$ cat src/design/pcr_consts.svh
// Offsets, field positions, reset values and timing counts of the power control block.
`ifndef PCR_CONSTS_SVH
`define PCR_CONSTS_SVH
`define PCR_OFF_CTRL 8'h0c
`define PCR_OFF_STAT 8'h10
`define PCR_OFF_MASK 8'h14
`define PCR_CTRL_RESET 16'h0060
`define PCR_CTRL_WMASK 16'h03ff
`define PCR_CTRL_FIXMASK 16'hfc7f
`define PCR_BIT_PFD 0
`define PCR_BIT_PF_WARN_IRQ_ENABLE 1
`define PCR_BIT_PFI 2
`define PCR_BIT_REGULATOR_STOP_KEEP_ON 3
`define PCR_BIT_TXOE 4
`define PCR_BIT_TXLVL 5
`define PCR_BIT_RXWP 6
`define PCR_BIT_PF_RESET_FLAG 7
`define PCR_BIT_INT_LO 8
`define PCR_BIT_INT_HI 9
`define PCR_EV_WARN 0
`define PCR_EV_PF_RESET_FLAG 1
`define PCR_CHK_CYC1 16'h0008
`define PCR_CHK_CYC2 16'h0040
`define PCR_CHK_CYC3 16'h0200
`define PCR_RESP_OKAY 2'h0
`define PCR_RESP_SLVERR 2'h2
`endif

$ cat src/design/pcr_pkg.sv
// Types shared by the power control block.
package pcr_pkg;
   typedef enum logic [1:0] {SEL_NONE, SEL_CTRL, SEL_STAT, SEL_MASK} pcr_sel_t;

   typedef struct packed {
      logic awHeld;
      logic wHeld;
      logic [7:0] awAddr;
      logic [31:0] wData;
      logic [3:0] wStrb;
      logic bValid;
      logic [1:0] bResp;
      logic rValid;
      logic [31:0] rData;
      logic [1:0] rResp;
   } pcr_axi_st_t;

   typedef struct packed {
      logic [15:0] count;
      logic pulse;
   } pcr_duty_st_t;

   typedef struct packed {
      logic [15:0] ctrl;
      logic [1:0] status;
      logic [1:0] mask;
      logic pfResetActive;
   } pcr_top_st_t;
endpackage

$ cat src/design/pcr_axil_slave.sv
// AXI4-Lite slave front end of the power control block.
`timescale 1ns/1ps
`include "pcr_consts.svh"
module pcr_axil_slave (
   input wire logic sys_clk,
   input wire logic rst_b,
   input wire logic [31:0] s_axi_awaddr,
   input wire logic s_axi_awvalid,
   output logic s_axi_awready,
   input wire logic [31:0] s_axi_wdata,
   input wire logic [3:0] s_axi_wstrb,
   input wire logic s_axi_wvalid,
   output logic s_axi_wready,
   output logic [1:0] s_axi_bresp,
   output logic s_axi_bvalid,
   input wire logic s_axi_bready,
   input wire logic [31:0] s_axi_araddr,
   input wire logic s_axi_arvalid,
   output logic s_axi_arready,
   output logic [31:0] s_axi_rdata,
   output logic [1:0] s_axi_rresp,
   output logic s_axi_rvalid,
   input wire logic s_axi_rready,
   output logic wrEn,
   output logic [7:0] wrAddr,
   output logic [31:0] wrData,
   output logic [3:0] wrStrb,
   input wire logic wrOk,
   output logic [7:0] rdAddr,
   input wire logic [31:0] rdData,
   input wire logic rdOk
);
   pcr_pkg::pcr_axi_st_t st_ff;
   pcr_pkg::pcr_axi_st_t nxt_st;

   assign s_axi_awready = !st_ff.awHeld && !st_ff.bValid;
   assign s_axi_wready = !st_ff.wHeld && !st_ff.bValid;
   assign s_axi_arready = !st_ff.rValid;
   assign wrEn = st_ff.awHeld && st_ff.wHeld && !st_ff.bValid;
   assign wrAddr = st_ff.awAddr;
   assign wrData = st_ff.wData;
   assign wrStrb = st_ff.wStrb;
   assign rdAddr = s_axi_araddr[7:0];
   assign s_axi_bvalid = st_ff.bValid;
   assign s_axi_bresp = st_ff.bResp;
   assign s_axi_rvalid = st_ff.rValid;
   assign s_axi_rdata = st_ff.rData;
   assign s_axi_rresp = st_ff.rResp;

   always_comb begin
      nxt_st = st_ff;
      if (s_axi_awvalid && s_axi_awready) begin
         nxt_st.awHeld = 1'b1;
         nxt_st.awAddr = s_axi_awaddr[7:0];
      end
      if (s_axi_wvalid && s_axi_wready) begin
         nxt_st.wHeld = 1'b1;
         nxt_st.wData = s_axi_wdata;
         nxt_st.wStrb = s_axi_wstrb;
      end
      if (wrEn) begin
         nxt_st.awHeld = 1'b0;
         nxt_st.wHeld = 1'b0;
         nxt_st.bValid = 1'b1;
         nxt_st.bResp = wrOk ? `PCR_RESP_OKAY : `PCR_RESP_SLVERR;
      end
      if (st_ff.bValid && s_axi_bready) begin
         nxt_st.bValid = 1'b0;
      end
      if (s_axi_arvalid && s_axi_arready) begin
         nxt_st.rValid = 1'b1;
         nxt_st.rData = rdData;
         nxt_st.rResp = rdOk ? `PCR_RESP_OKAY : `PCR_RESP_SLVERR;
      end else if (st_ff.rValid && s_axi_rready) begin
         nxt_st.rValid = 1'b0;
      end
   end

   always_ff @(posedge sys_clk or negedge rst_b) begin
      if (!rst_b) begin
         st_ff <= '0;
      end else begin
         st_ff <= nxt_st;
      end
   end
endmodule

$ cat src/design/pcr_pf_duty.sv
// Duty-cycle timer that paces supply-fail checks on ring oscillator ticks.
`timescale 1ns/1ps
`include "pcr_consts.svh"
module pcr_pf_duty (
   input wire logic sys_clk,
   input wire logic rst_b,
   input wire logic ringTick,
   input wire logic [1:0] interval,
   input wire logic run,
   output logic checkPulse
);
   pcr_pkg::pcr_duty_st_t st_ff;
   pcr_pkg::pcr_duty_st_t nxt_st;

   function automatic logic [15:0] chkLimit(input logic [1:0] code);
      case (code)
         2'h1: chkLimit = `PCR_CHK_CYC1;
         2'h2: chkLimit = `PCR_CHK_CYC2;
         2'h3: chkLimit = `PCR_CHK_CYC3;
         default: chkLimit = 16'h0001;
      endcase
   endfunction

   assign checkPulse = st_ff.pulse;

   always_comb begin
      nxt_st = st_ff;
      nxt_st.pulse = 1'b0;
      if (!run || interval == 2'h0) begin
         nxt_st.count = 16'h0000;
      end else if (ringTick) begin
         if (st_ff.count >= chkLimit(interval) - 16'h0001) begin
            nxt_st.count = 16'h0000;
            nxt_st.pulse = 1'b1;
         end else begin
            nxt_st.count = st_ff.count + 16'h0001;
         end
      end
   end

   always_ff @(posedge sys_clk or negedge rst_b) begin
      if (!rst_b) begin
         st_ff <= '0;
      end else begin
         st_ff <= nxt_st;
      end
   end
endmodule

$ cat src/design/pcr_top.sv
// Power control register block: supply monitor, regulator, infrared pins and interrupts.
// ------------------------------------------------------------
// How it works
// - Regulator on keeps supply-fail monitor active; during supply-fail reset with nonzero interval, only on check pulses.
// - Stop with regulator off: disable bit gates comparator.
// - Warning flag and enable raise interrupt.
// - Warning flag sets below threshold; write clears.
// - Keep-on bit holds regulator in stop.
// - Timer off: drive and level bits set pin.
// - Timer on: timer owns the transmit pin.
// - Receive pull-up follows its select bit.
// - Supply-fail reset sets the reset flag.
// - Flag sets whenever the enabled monitor sees supply below reset threshold.
// - Check interval resets only at power-on.
// - Control register bits other than reset flag and interval take reset pattern on every reset, except warning flag while supply is below warning.
// ------------------------------------------------------------
`timescale 1ns/1ps
`include "pcr_consts.svh"
module pcr_top (
   input wire logic sys_clk,
   input wire logic rst_b,
   input wire logic [31:0] s_axi_awaddr,
   input wire logic s_axi_awvalid,
   output logic s_axi_awready,
   input wire logic [31:0] s_axi_wdata,
   input wire logic [3:0] s_axi_wstrb,
   input wire logic s_axi_wvalid,
   output logic s_axi_wready,
   output logic [1:0] s_axi_bresp,
   output logic s_axi_bvalid,
   input wire logic s_axi_bready,
   input wire logic [31:0] s_axi_araddr,
   input wire logic s_axi_arvalid,
   output logic s_axi_arready,
   output logic [31:0] s_axi_rdata,
   output logic [1:0] s_axi_rresp,
   output logic s_axi_rvalid,
   input wire logic s_axi_rready,
   input wire logic sysResetReq,
   input wire logic stopMode,
   input wire logic supplyBelowWarn,
   input wire logic supplyBelowReset,
   input wire logic ringOscTick,
   input wire logic irTimerOn,
   input wire logic irTimerTxLevel,
   input wire logic irTimerTxDrive,
   output logic pfCompEnable,
   output logic pfResetOut,
   output logic regulatorPower,
   output logic pfWarnIrq,
   output logic ir_tx_level,
   output logic ir_tx_drive_enable,
   output logic irTxPullup,
   output logic irRxPullup,
   output logic irq
);
   pcr_pkg::pcr_top_st_t st_ff;
   pcr_pkg::pcr_top_st_t nxt_st;
   logic wrEn;
   logic [7:0] wrAddr;
   logic [31:0] wrData;
   logic [3:0] wrStrb;
   logic wrOk;
   logic [7:0] rdAddr;
   logic [31:0] rdData;
   logic rdOk;
   logic checkPulse;
   logic monBase;
   logic syncReset;
   logic wrCtrl;
   logic [1:0] interval;
   logic [15:0] wrMask;

   // ------------------------------------------------------------
   // Address decode
   // ------------------------------------------------------------
   function automatic pcr_pkg::pcr_sel_t regSel(input logic [7:0] addr);
      case (addr)
         `PCR_OFF_CTRL: regSel = pcr_pkg::SEL_CTRL;
         `PCR_OFF_STAT: regSel = pcr_pkg::SEL_STAT;
         `PCR_OFF_MASK: regSel = pcr_pkg::SEL_MASK;
         default: regSel = pcr_pkg::SEL_NONE;
      endcase
   endfunction

   pcr_axil_slave u_bus (
      .sys_clk(sys_clk),
      .rst_b(rst_b),
      .s_axi_awaddr(s_axi_awaddr),
      .s_axi_awvalid(s_axi_awvalid),
      .s_axi_awready(s_axi_awready),
      .s_axi_wdata(s_axi_wdata),
      .s_axi_wstrb(s_axi_wstrb),
      .s_axi_wvalid(s_axi_wvalid),
      .s_axi_wready(s_axi_wready),
      .s_axi_bresp(s_axi_bresp),
      .s_axi_bvalid(s_axi_bvalid),
      .s_axi_bready(s_axi_bready),
      .s_axi_araddr(s_axi_araddr),
      .s_axi_arvalid(s_axi_arvalid),
      .s_axi_arready(s_axi_arready),
      .s_axi_rdata(s_axi_rdata),
      .s_axi_rresp(s_axi_rresp),
      .s_axi_rvalid(s_axi_rvalid),
      .s_axi_rready(s_axi_rready),
      .wrEn(wrEn),
      .wrAddr(wrAddr),
      .wrData(wrData),
      .wrStrb(wrStrb),
      .wrOk(wrOk),
      .rdAddr(rdAddr),
      .rdData(rdData),
      .rdOk(rdOk)
   );

   pcr_pf_duty u_duty (
      .sys_clk(sys_clk),
      .rst_b(rst_b),
      .ringTick(ringOscTick),
      .interval(interval),
      .run(st_ff.pfResetActive),
      .checkPulse(checkPulse)
   );

   assign wrOk = regSel(wrAddr) != pcr_pkg::SEL_NONE;
   assign rdOk = regSel(rdAddr) != pcr_pkg::SEL_NONE;
   assign wrCtrl = wrEn && regSel(wrAddr) == pcr_pkg::SEL_CTRL;
   assign wrMask = {{8{wrStrb[1]}}, {8{wrStrb[0]}}} & `PCR_CTRL_WMASK;
   assign interval = st_ff.ctrl[`PCR_BIT_INT_HI:`PCR_BIT_INT_LO];

   always_comb begin
      case (regSel(rdAddr))
         pcr_pkg::SEL_CTRL: rdData = {16'h0000, st_ff.ctrl & `PCR_CTRL_WMASK};
         pcr_pkg::SEL_STAT: rdData = {30'h0, st_ff.status};
         pcr_pkg::SEL_MASK: rdData = {30'h0, st_ff.mask};
         default: rdData = 32'h00000000;
      endcase
   end

   // ------------------------------------------------------------
   // Supply monitor and regulator
   // ------------------------------------------------------------
   assign regulatorPower = !stopMode || st_ff.ctrl[`PCR_BIT_REGULATOR_STOP_KEEP_ON];
   assign monBase = regulatorPower || !st_ff.ctrl[`PCR_BIT_PFD];
   assign pfCompEnable = monBase && (interval == 2'h0 || !st_ff.pfResetActive || checkPulse);
   assign pfResetOut = st_ff.pfResetActive;
   assign syncReset = sysResetReq || st_ff.pfResetActive;

   // ------------------------------------------------------------
   // Pins and interrupts
   // ------------------------------------------------------------
   assign pfWarnIrq = st_ff.ctrl[`PCR_BIT_PFI] && st_ff.ctrl[`PCR_BIT_PF_WARN_IRQ_ENABLE];
   assign ir_tx_drive_enable = irTimerOn ? irTimerTxDrive : st_ff.ctrl[`PCR_BIT_TXOE];
   assign ir_tx_level = irTimerOn ? irTimerTxLevel : st_ff.ctrl[`PCR_BIT_TXLVL];
   assign irTxPullup = !irTimerOn && !st_ff.ctrl[`PCR_BIT_TXOE] && st_ff.ctrl[`PCR_BIT_TXLVL];
   assign irRxPullup = st_ff.ctrl[`PCR_BIT_RXWP];
   assign irq = |(st_ff.status & st_ff.mask);

   // ------------------------------------------------------------
   // Register state
   // ------------------------------------------------------------
   always_comb begin
      nxt_st = st_ff;
      if (pfCompEnable) begin
         nxt_st.pfResetActive = supplyBelowReset;
      end
      if (syncReset) begin
         nxt_st.ctrl = (st_ff.ctrl & ~`PCR_CTRL_FIXMASK) | (`PCR_CTRL_RESET & `PCR_CTRL_FIXMASK);
      end else if (wrCtrl) begin
         nxt_st.ctrl = (st_ff.ctrl & ~wrMask) | (wrData[15:0] & wrMask);
      end
      if (supplyBelowWarn) begin
         nxt_st.ctrl[`PCR_BIT_PFI] = 1'b1;
      end
      if (pfCompEnable && supplyBelowReset) begin
         nxt_st.ctrl[`PCR_BIT_PF_RESET_FLAG] = 1'b1;
      end
      if (wrEn && regSel(wrAddr) == pcr_pkg::SEL_MASK) begin
         nxt_st.mask = wrData[1:0];
      end
      if (wrEn && regSel(wrAddr) == pcr_pkg::SEL_STAT) begin
         nxt_st.status = st_ff.status & ~wrData[1:0];
      end
      if (nxt_st.ctrl[`PCR_BIT_PFI] && !st_ff.ctrl[`PCR_BIT_PFI]) begin
         nxt_st.status[`PCR_EV_WARN] = 1'b1;
      end
      if (nxt_st.pfResetActive && !st_ff.pfResetActive) begin
         nxt_st.status[`PCR_EV_PF_RESET_FLAG] = 1'b1;
      end
   end

   always_ff @(posedge sys_clk or negedge rst_b) begin
      if (!rst_b) begin
         st_ff <= '0;
         st_ff.ctrl <= `PCR_CTRL_RESET;
      end else begin
         st_ff <= nxt_st;
      end
   end
endmodule

$ cat config.mk
export PLATFORM = sky130hd
export DESIGN_NAME = pcr_top
export DESIGN_NICKNAME = d
export VERILOG_FILES = /design/src/design/pcr_pkg.sv /design/src/design/pcr_axil_slave.sv /design/src/design/pcr_pf_duty.sv /design/src/design/pcr_top.sv
export VERILOG_INCLUDE_DIRS = /design/src /design/src/design
export SDC_FILE = /design/constraint.sdc
export NUM_CORES = 1
export LEC_CHECK = 0
export BUFFER_PORTS_ARGS = -buffer_cell sky130_fd_sc_hd__buf_2
export CAP_MARGIN = 20
export CORE_AREA = 2 2 113 115
export CTS_CLUSTER_SIZE = 24
export DETAILED_ROUTE_END_ITERATION = 10
export DIE_AREA = 0 0 115 117
export GPL_TIMING_DRIVEN = 0
export PLACE_DENSITY = 0.65
export SYNTH_ARGS = -nofsm -noshare
export SYNTH_HDL_FRONTEND = slang
export SYNTH_SLANG_ARGS = --single-unit
export TNS_END_PERCENT = 20
$ cat constraint.sdc
create_clock -name sys_clk -period 5.32 [get_ports sys_clk]
set_input_delay 1.33 -clock sys_clk [delete_from_list [all_inputs] [get_ports sys_clk]]
set_output_delay 1.33 -clock sys_clk [all_outputs]
set_load 0.02 [all_outputs]
* After elaboration in Yosys (flattened, before gate mapping)
Cells that the tools add are included.
** Storage, ports and cells
- Register bits after elaboration :: 104
- Latch bits :: 0
- Memory bits (writable) :: 0
- ROM bits :: 0
- Bits of input ports :: 115
- Output and inout port bits :: 50
- Logic and storage cells :: 126
- Memories kept :: 0
** Operators by class
- Add/sub/neg operators :: 2
- Multiply operators :: 0
- Div/mod/pow operators :: 0
- $lt $le $gt $ge :: 1
- Eq/ne operators :: 16
- Shifts and indexed selects :: 0
- Multiplexer cells :: 30
- Bitwise gates (word level) :: 8
- Reductions and logical operators :: 49
** Operators by type and width (number)
- $mux W16 :: 6
- $pmux W10 S3 :: 2
- $eq A8 B5 Y1 const B :: 4
- $reduce_bool A2 Y1 :: 11
- $logic_and A1 B1 Y1 :: 19
- $mux W17 :: 1
- $add A16 B1 Y16 const B :: 1
- $and A16 B10 Y16 :: 1
- $and A16 B16 Y16 :: 1
- $eq A8 B4 Y1 const B :: 2
- $ge A16 B16 Y1 :: 1
- $not A10 Y16 :: 1
- $or A16 B16 Y16 :: 1
- $sub A16 B1 Y16 const B :: 1
- $mux W1 :: 14
- $eq A2 B2 Y1 const B :: 6
- $pmux W2 S3 :: 2
- $logic_not A1 Y1 :: 10
- $mux W2 :: 4
- $eq A2 B1 Y1 const B :: 3
- $logic_or A1 B1 Y1 :: 5
- $and A2 B2 Y2 :: 2
- $reduce_and A2 Y1 :: 2
- $mux W3 :: 1
- other kinds (5) :: 5

* Depth between registers and ports, before layout
- Depth in word-level cells :: 9
- Mapped depth :: 10
- Mapped depth without buffers :: 10

* Modules after synthesis
Synthesis repeated with hierarchy kept, for this count alone.
** Unflattened totals
- Cells, all modules :: 469
- Area, all modules :: 5741.8 µm²
** By module, submodules not included
- pcr_axil_slave :: times used 1, cells an instance 275, area an instance 3808.7 µm²
- pcr_pf_duty :: times used 1, cells an instance 104, area an instance 1039.7 µm²
- pcr_top :: times used 1, cells an instance 90, area an instance 893.4 µm²

* Worst setup path after synthesis
OpenSTA, ideal clock, no wires.
- Kind :: input-to-output
- Start point :: in stopMode
- End point :: out pfCompEnable
- Arrival :: 1.817 ns
- Setup slack :: 2.173 ns
- Stages on the path :: 2
- Buffers on the path :: 0
- Path through :: nand2b_1 > o22a_1
** Between the ends
- Cells in the longest elaborated chain, start to end :: 4
** Ends and longest elaborated chain
- start: declaration :: line pcr_top.sv:40 : input wire logic stopMode,
- $logic_not A1 Y1 :: line pcr_top.sv:143 : assign regulatorPower = !stopMode || st_ff.ctrl[`PCR_BIT_REGULATOR_STOP_KEEP_ON];
- $logic_or A1 B1 Y1 :: line pcr_top.sv:143
- $logic_or A1 B1 Y1 :: line pcr_top.sv:144 : assign monBase = regulatorPower || !st_ff.ctrl[`PCR_BIT_PFD];
- $logic_and A1 B1 Y1 :: line pcr_top.sv:145 : assign pfCompEnable = monBase && (interval == 2'h0 || !st_ff.pfResetActive || checkPulse);
- end: declaration :: line pcr_top.sv:47 : output logic pfCompEnable,
Every way passes these cells.

* Worst setup path after layout
- Start point :: in irTimerOn
- End point :: out ir_tx_drive_enable
** Between the ends
- Cells in the longest elaborated chain, start to end :: 1
** Ends and longest elaborated chain
- start: declaration :: line pcr_top.sv:44 : input wire logic irTimerOn,
- $mux W1 :: line pcr_top.sv:153 : assign ir_tx_drive_enable = irTimerOn ? irTimerTxDrive : st_ff.ctrl[`PCR_BIT_TXOE];
- end: declaration :: line pcr_top.sv:52 : output logic ir_tx_drive_enable,
Every way passes these cells.

==> reports/metrics.yaml <==
nNetsFinal: 568
hold_start: "u_bus.s_axi_rresp[1]"
status: "finished, final reports clean"
crit_fanout: 3
yosys_warnings: 0
r2r_cells: 10
cts.clk_slew.worst_paths_ps: 60
holdCritPathClass: "flip-flop to flip-flop"
h-tree-depth: 3
post-cts-setup-buffer-count: 0
finalHoldViolCount: 0
rsz0062_at_grt: "no"
required_ps: 3990
io_pins: 165
row_count: 41
wire_per_inst_um: 12.9
grt_overflow: 0
tightest_slew_ps: 862
area_growth_pct: 25.7
hold_buffers: 0
fin_crit_ps: 3240
cpMostUsedCell: "buf_2"
core_um2: 12300
drt-pass1-iter-count: 6
cts_buffers: 9
synth-seq-cells: 68
cp.arrival_ps: 1910
dp_hpwl_um: 5970
cts_root_buf: "clkbuf_16"
power.net_switching_uw: 509
tns_ps: 0
critPathSlowestCell: "mux2_2"
wirelength_um: 7700
cts_resized: 0
antenna_found_initial: 0
port_buffers: 68
peakVddDrop_v: 0.000177
start_kind: "input pin"
synth_area_um2: 3590
setup_slack_ps: 2080
critPathMaxStageDelay_ps: 320
num_vias: 2714
reg2reg_slack_ps: 2490
die_x_um: 115
drv_cap: 0
grt_start_max_net_pins: 69
die_y_um: 117
utilization: 0.367
start_util: 0.292
reg2reg_to: "u_duty.st_ff[1]"
place_ws_ps: 2080
timing.final.max_slew_violations: 0
grt_pass1_wl_um: 12200
hold_path_end: "u_bus.s_axi_rresp[1]"
drcViolationCount: 0
p_seq_frac: 0.415
holdWs_ps: 487
ys_async_sr_fraction: 1.00
swShare: 0.302
max_slew_margin: 0.426
die_area_um2: 13500
power_per_cell_area_nw_per_um2: 373
clockBufferDepth: 2
diodes: 0
synthCells: 340
clock_latency_ps: 330
regArea_um2: 1700
grtUsageTotal: 0.118
p_int_uw: 1180
setup_viol: 0
min_period_over_period: 0.609
ys_seq_area_frac: 0.474
gp_congestion: 0.838
p_leak_uw: 0.00230
setup.worst_path.class: "input pin to primary output"
path_cells: "buf_2 > mux2_2 > buf_2"
whs_path_depth: 1
avgSynthCellArea_um2: 10.6
cts_tree: "done"
cts.sinks: 68
multi_input_comb_area_um2: 1640
drtAntennaViolNets: 0
end_kind: "primary output"
grt_pass1_vias: 2490
vias_per_cell: 4.55
drt_iter0_markers: 72
clock_skew_ps: 5.95
drive_gt1_frac: 0.349
layout_common_cells: "buf_2, dfrtp_1, buf_4, nand2_1, conb_1"
clock.fmax_mhz: 309
ys_types: 49
clkPwrFrac: 0.361
synth_ff_type: "dfrtp_1"
layout_commonest_cell: "buf_2"
fillerInstances: 1276
synth_edf_count: 0
power_frac_comb: 0.223
state kept, by name (all words and copies together), names as in the netlist, named ones only:
| register | flops |
|---|---|
| irRxPullup | 1 |
| pfResetOut | 1 |
| st_ff | 11 |
| u_bus.s_axi_bresp | 1 |
| u_bus.s_axi_bvalid | 1 |
| u_bus.s_axi_rdata | 10 |
| u_bus.s_axi_rresp | 1 |
| u_bus.s_axi_rvalid | 1 |
| u_bus.st_ff | 2 |
| u_bus.wrAddr | 8 |
| u_bus.wrData | 10 |
| u_bus.wrStrb | 2 |
| u_duty.checkPulse | 1 |
| u_duty.st_ff | 16 |
worst max-delay path by stage:
stage / start / to / slack (ps) / depth (start not counted)
finish: irTimerOn / ir_tx_drive_enable / 2080 / 3
global route: irTimerOn / ir_tx_drive_enable / 2060 / 3
CTS: irTimerOn / ir_tx_drive_enable / 2080 / 3
detailed placement: irTimerOn / ir_tx_drive_enable / 2080 / 3
global placement: irTimerOn / ir_tx_drive_enable / 2090 / 3
floorplan: stopMode / pfCompEnable / 2170 / 2
routing by layer:
| metal | share of wire | track usage | vias up |
|---|---|---|---|
| met5 | 0 | 0 | - |
| met4 | 0.018 | 0.0602 | 0 |
| met3 | 0.037 | 0.0263 | 9 |
| met2 | 0.47 | 0.186 | 53 |
| met1 | 0.48 | 0.153 | 1299 |
| li1 | - | - | 1353 |
Yosys cell counts, drive strengths merged (2+ instances only):
| master | number | area [um^2] |
|---|---|---|
| o221ai | 6 | 52.6 |
| nor2b | 8 | 50.1 |
| nand3 | 8 | 40.0 |
| conb | 2 | 7.51 |
| ha | 11 | 138 |
| mux2 | 25 | 282 |
| buf | 37 | 282 |
| o21ai | 17 | 85.1 |
| nor3b | 3 | 27.5 |
| nor3 | 10 | 50.1 |
| a21oi | 6 | 30.0 |
| inv | 11 | 41.3 |
| a22o | 9 | 78.8 |
| nand2 | 36 | 135 |
| dfstp | 2 | 52.6 |
| and3 | 5 | 37.5 |
| a22oi | 2 | 15.0 |
| xnor2 | 2 | 17.5 |
| a41oi | 2 | 17.5 |
| nor2 | 18 | 83.8 |
| mux2i | 9 | 90.1 |
| clkbuf | 5 | 18.8 |
| and2 | 13 | 81.3 |
| dfrtp | 66 | 1650 |
| a21o | 3 | 22.5 |
| nand4 | 5 | 46.3 |
| nand2b | 6 | 37.5 |
critical path, delay by kind of cell:
family | cells | cell delay [ps]
buf+inv | 2 | 260
mux | 1 | 320
power groups by stage:
stage               sequential (uW)  clock [uW]  combinational [uW]
finish                          700         609                 376
CTS                             702         627                 382
global route                    716         650                 416
detailed placement              711           0                 381
global placement                705           0                 372
floorplan                       692           0                 290
layout make-up:
| class | count | share of cell area |
|---|---|---|
| Sequential cell | 68 | 0.377 |
| Multi-Input combinational cell | 242 | 0.362 |
| Timing Repair Buffer | 68 | 0.0759 |
| Buffer | 42 | 0.0665 |
| Clock buffer | 9 | 0.0498 |
| Tap cell | 150 | 0.0415 |
| Clock inverter | 7 | 0.0180 |
| Inverter | 11 | 0.00914 |
metrics by stage:
step / cells / power [uW] / area, um^2
floorplan: 363 / 982 / 3680
global placement: 581 / 1080 / 4210
detailed placement: 581 / 1090 / 4210
CTS: 597 / 1710 / 4520
global route: 597 / 1780 / 4520
finish: 597 / 1680 / 4520
kinds of logic (layout without fill, tap and decap cells):
family	Yosys count	count (layout)	share of synthesized area
buffers and inverters	53	137	0.0950
XOR/XNOR	2	2	0.00487
multiplexers	34	34	0.103
flip-flops	68	68	0.474
AND/OR/NAND/NOR	118	118	0.181
other	2	25	0.00209
AO/OA/AOI/OAI	52	52	0.101
adder cells (fa/ha/maj)	11	11	0.0383
Power figures use the tool's default switching activity.
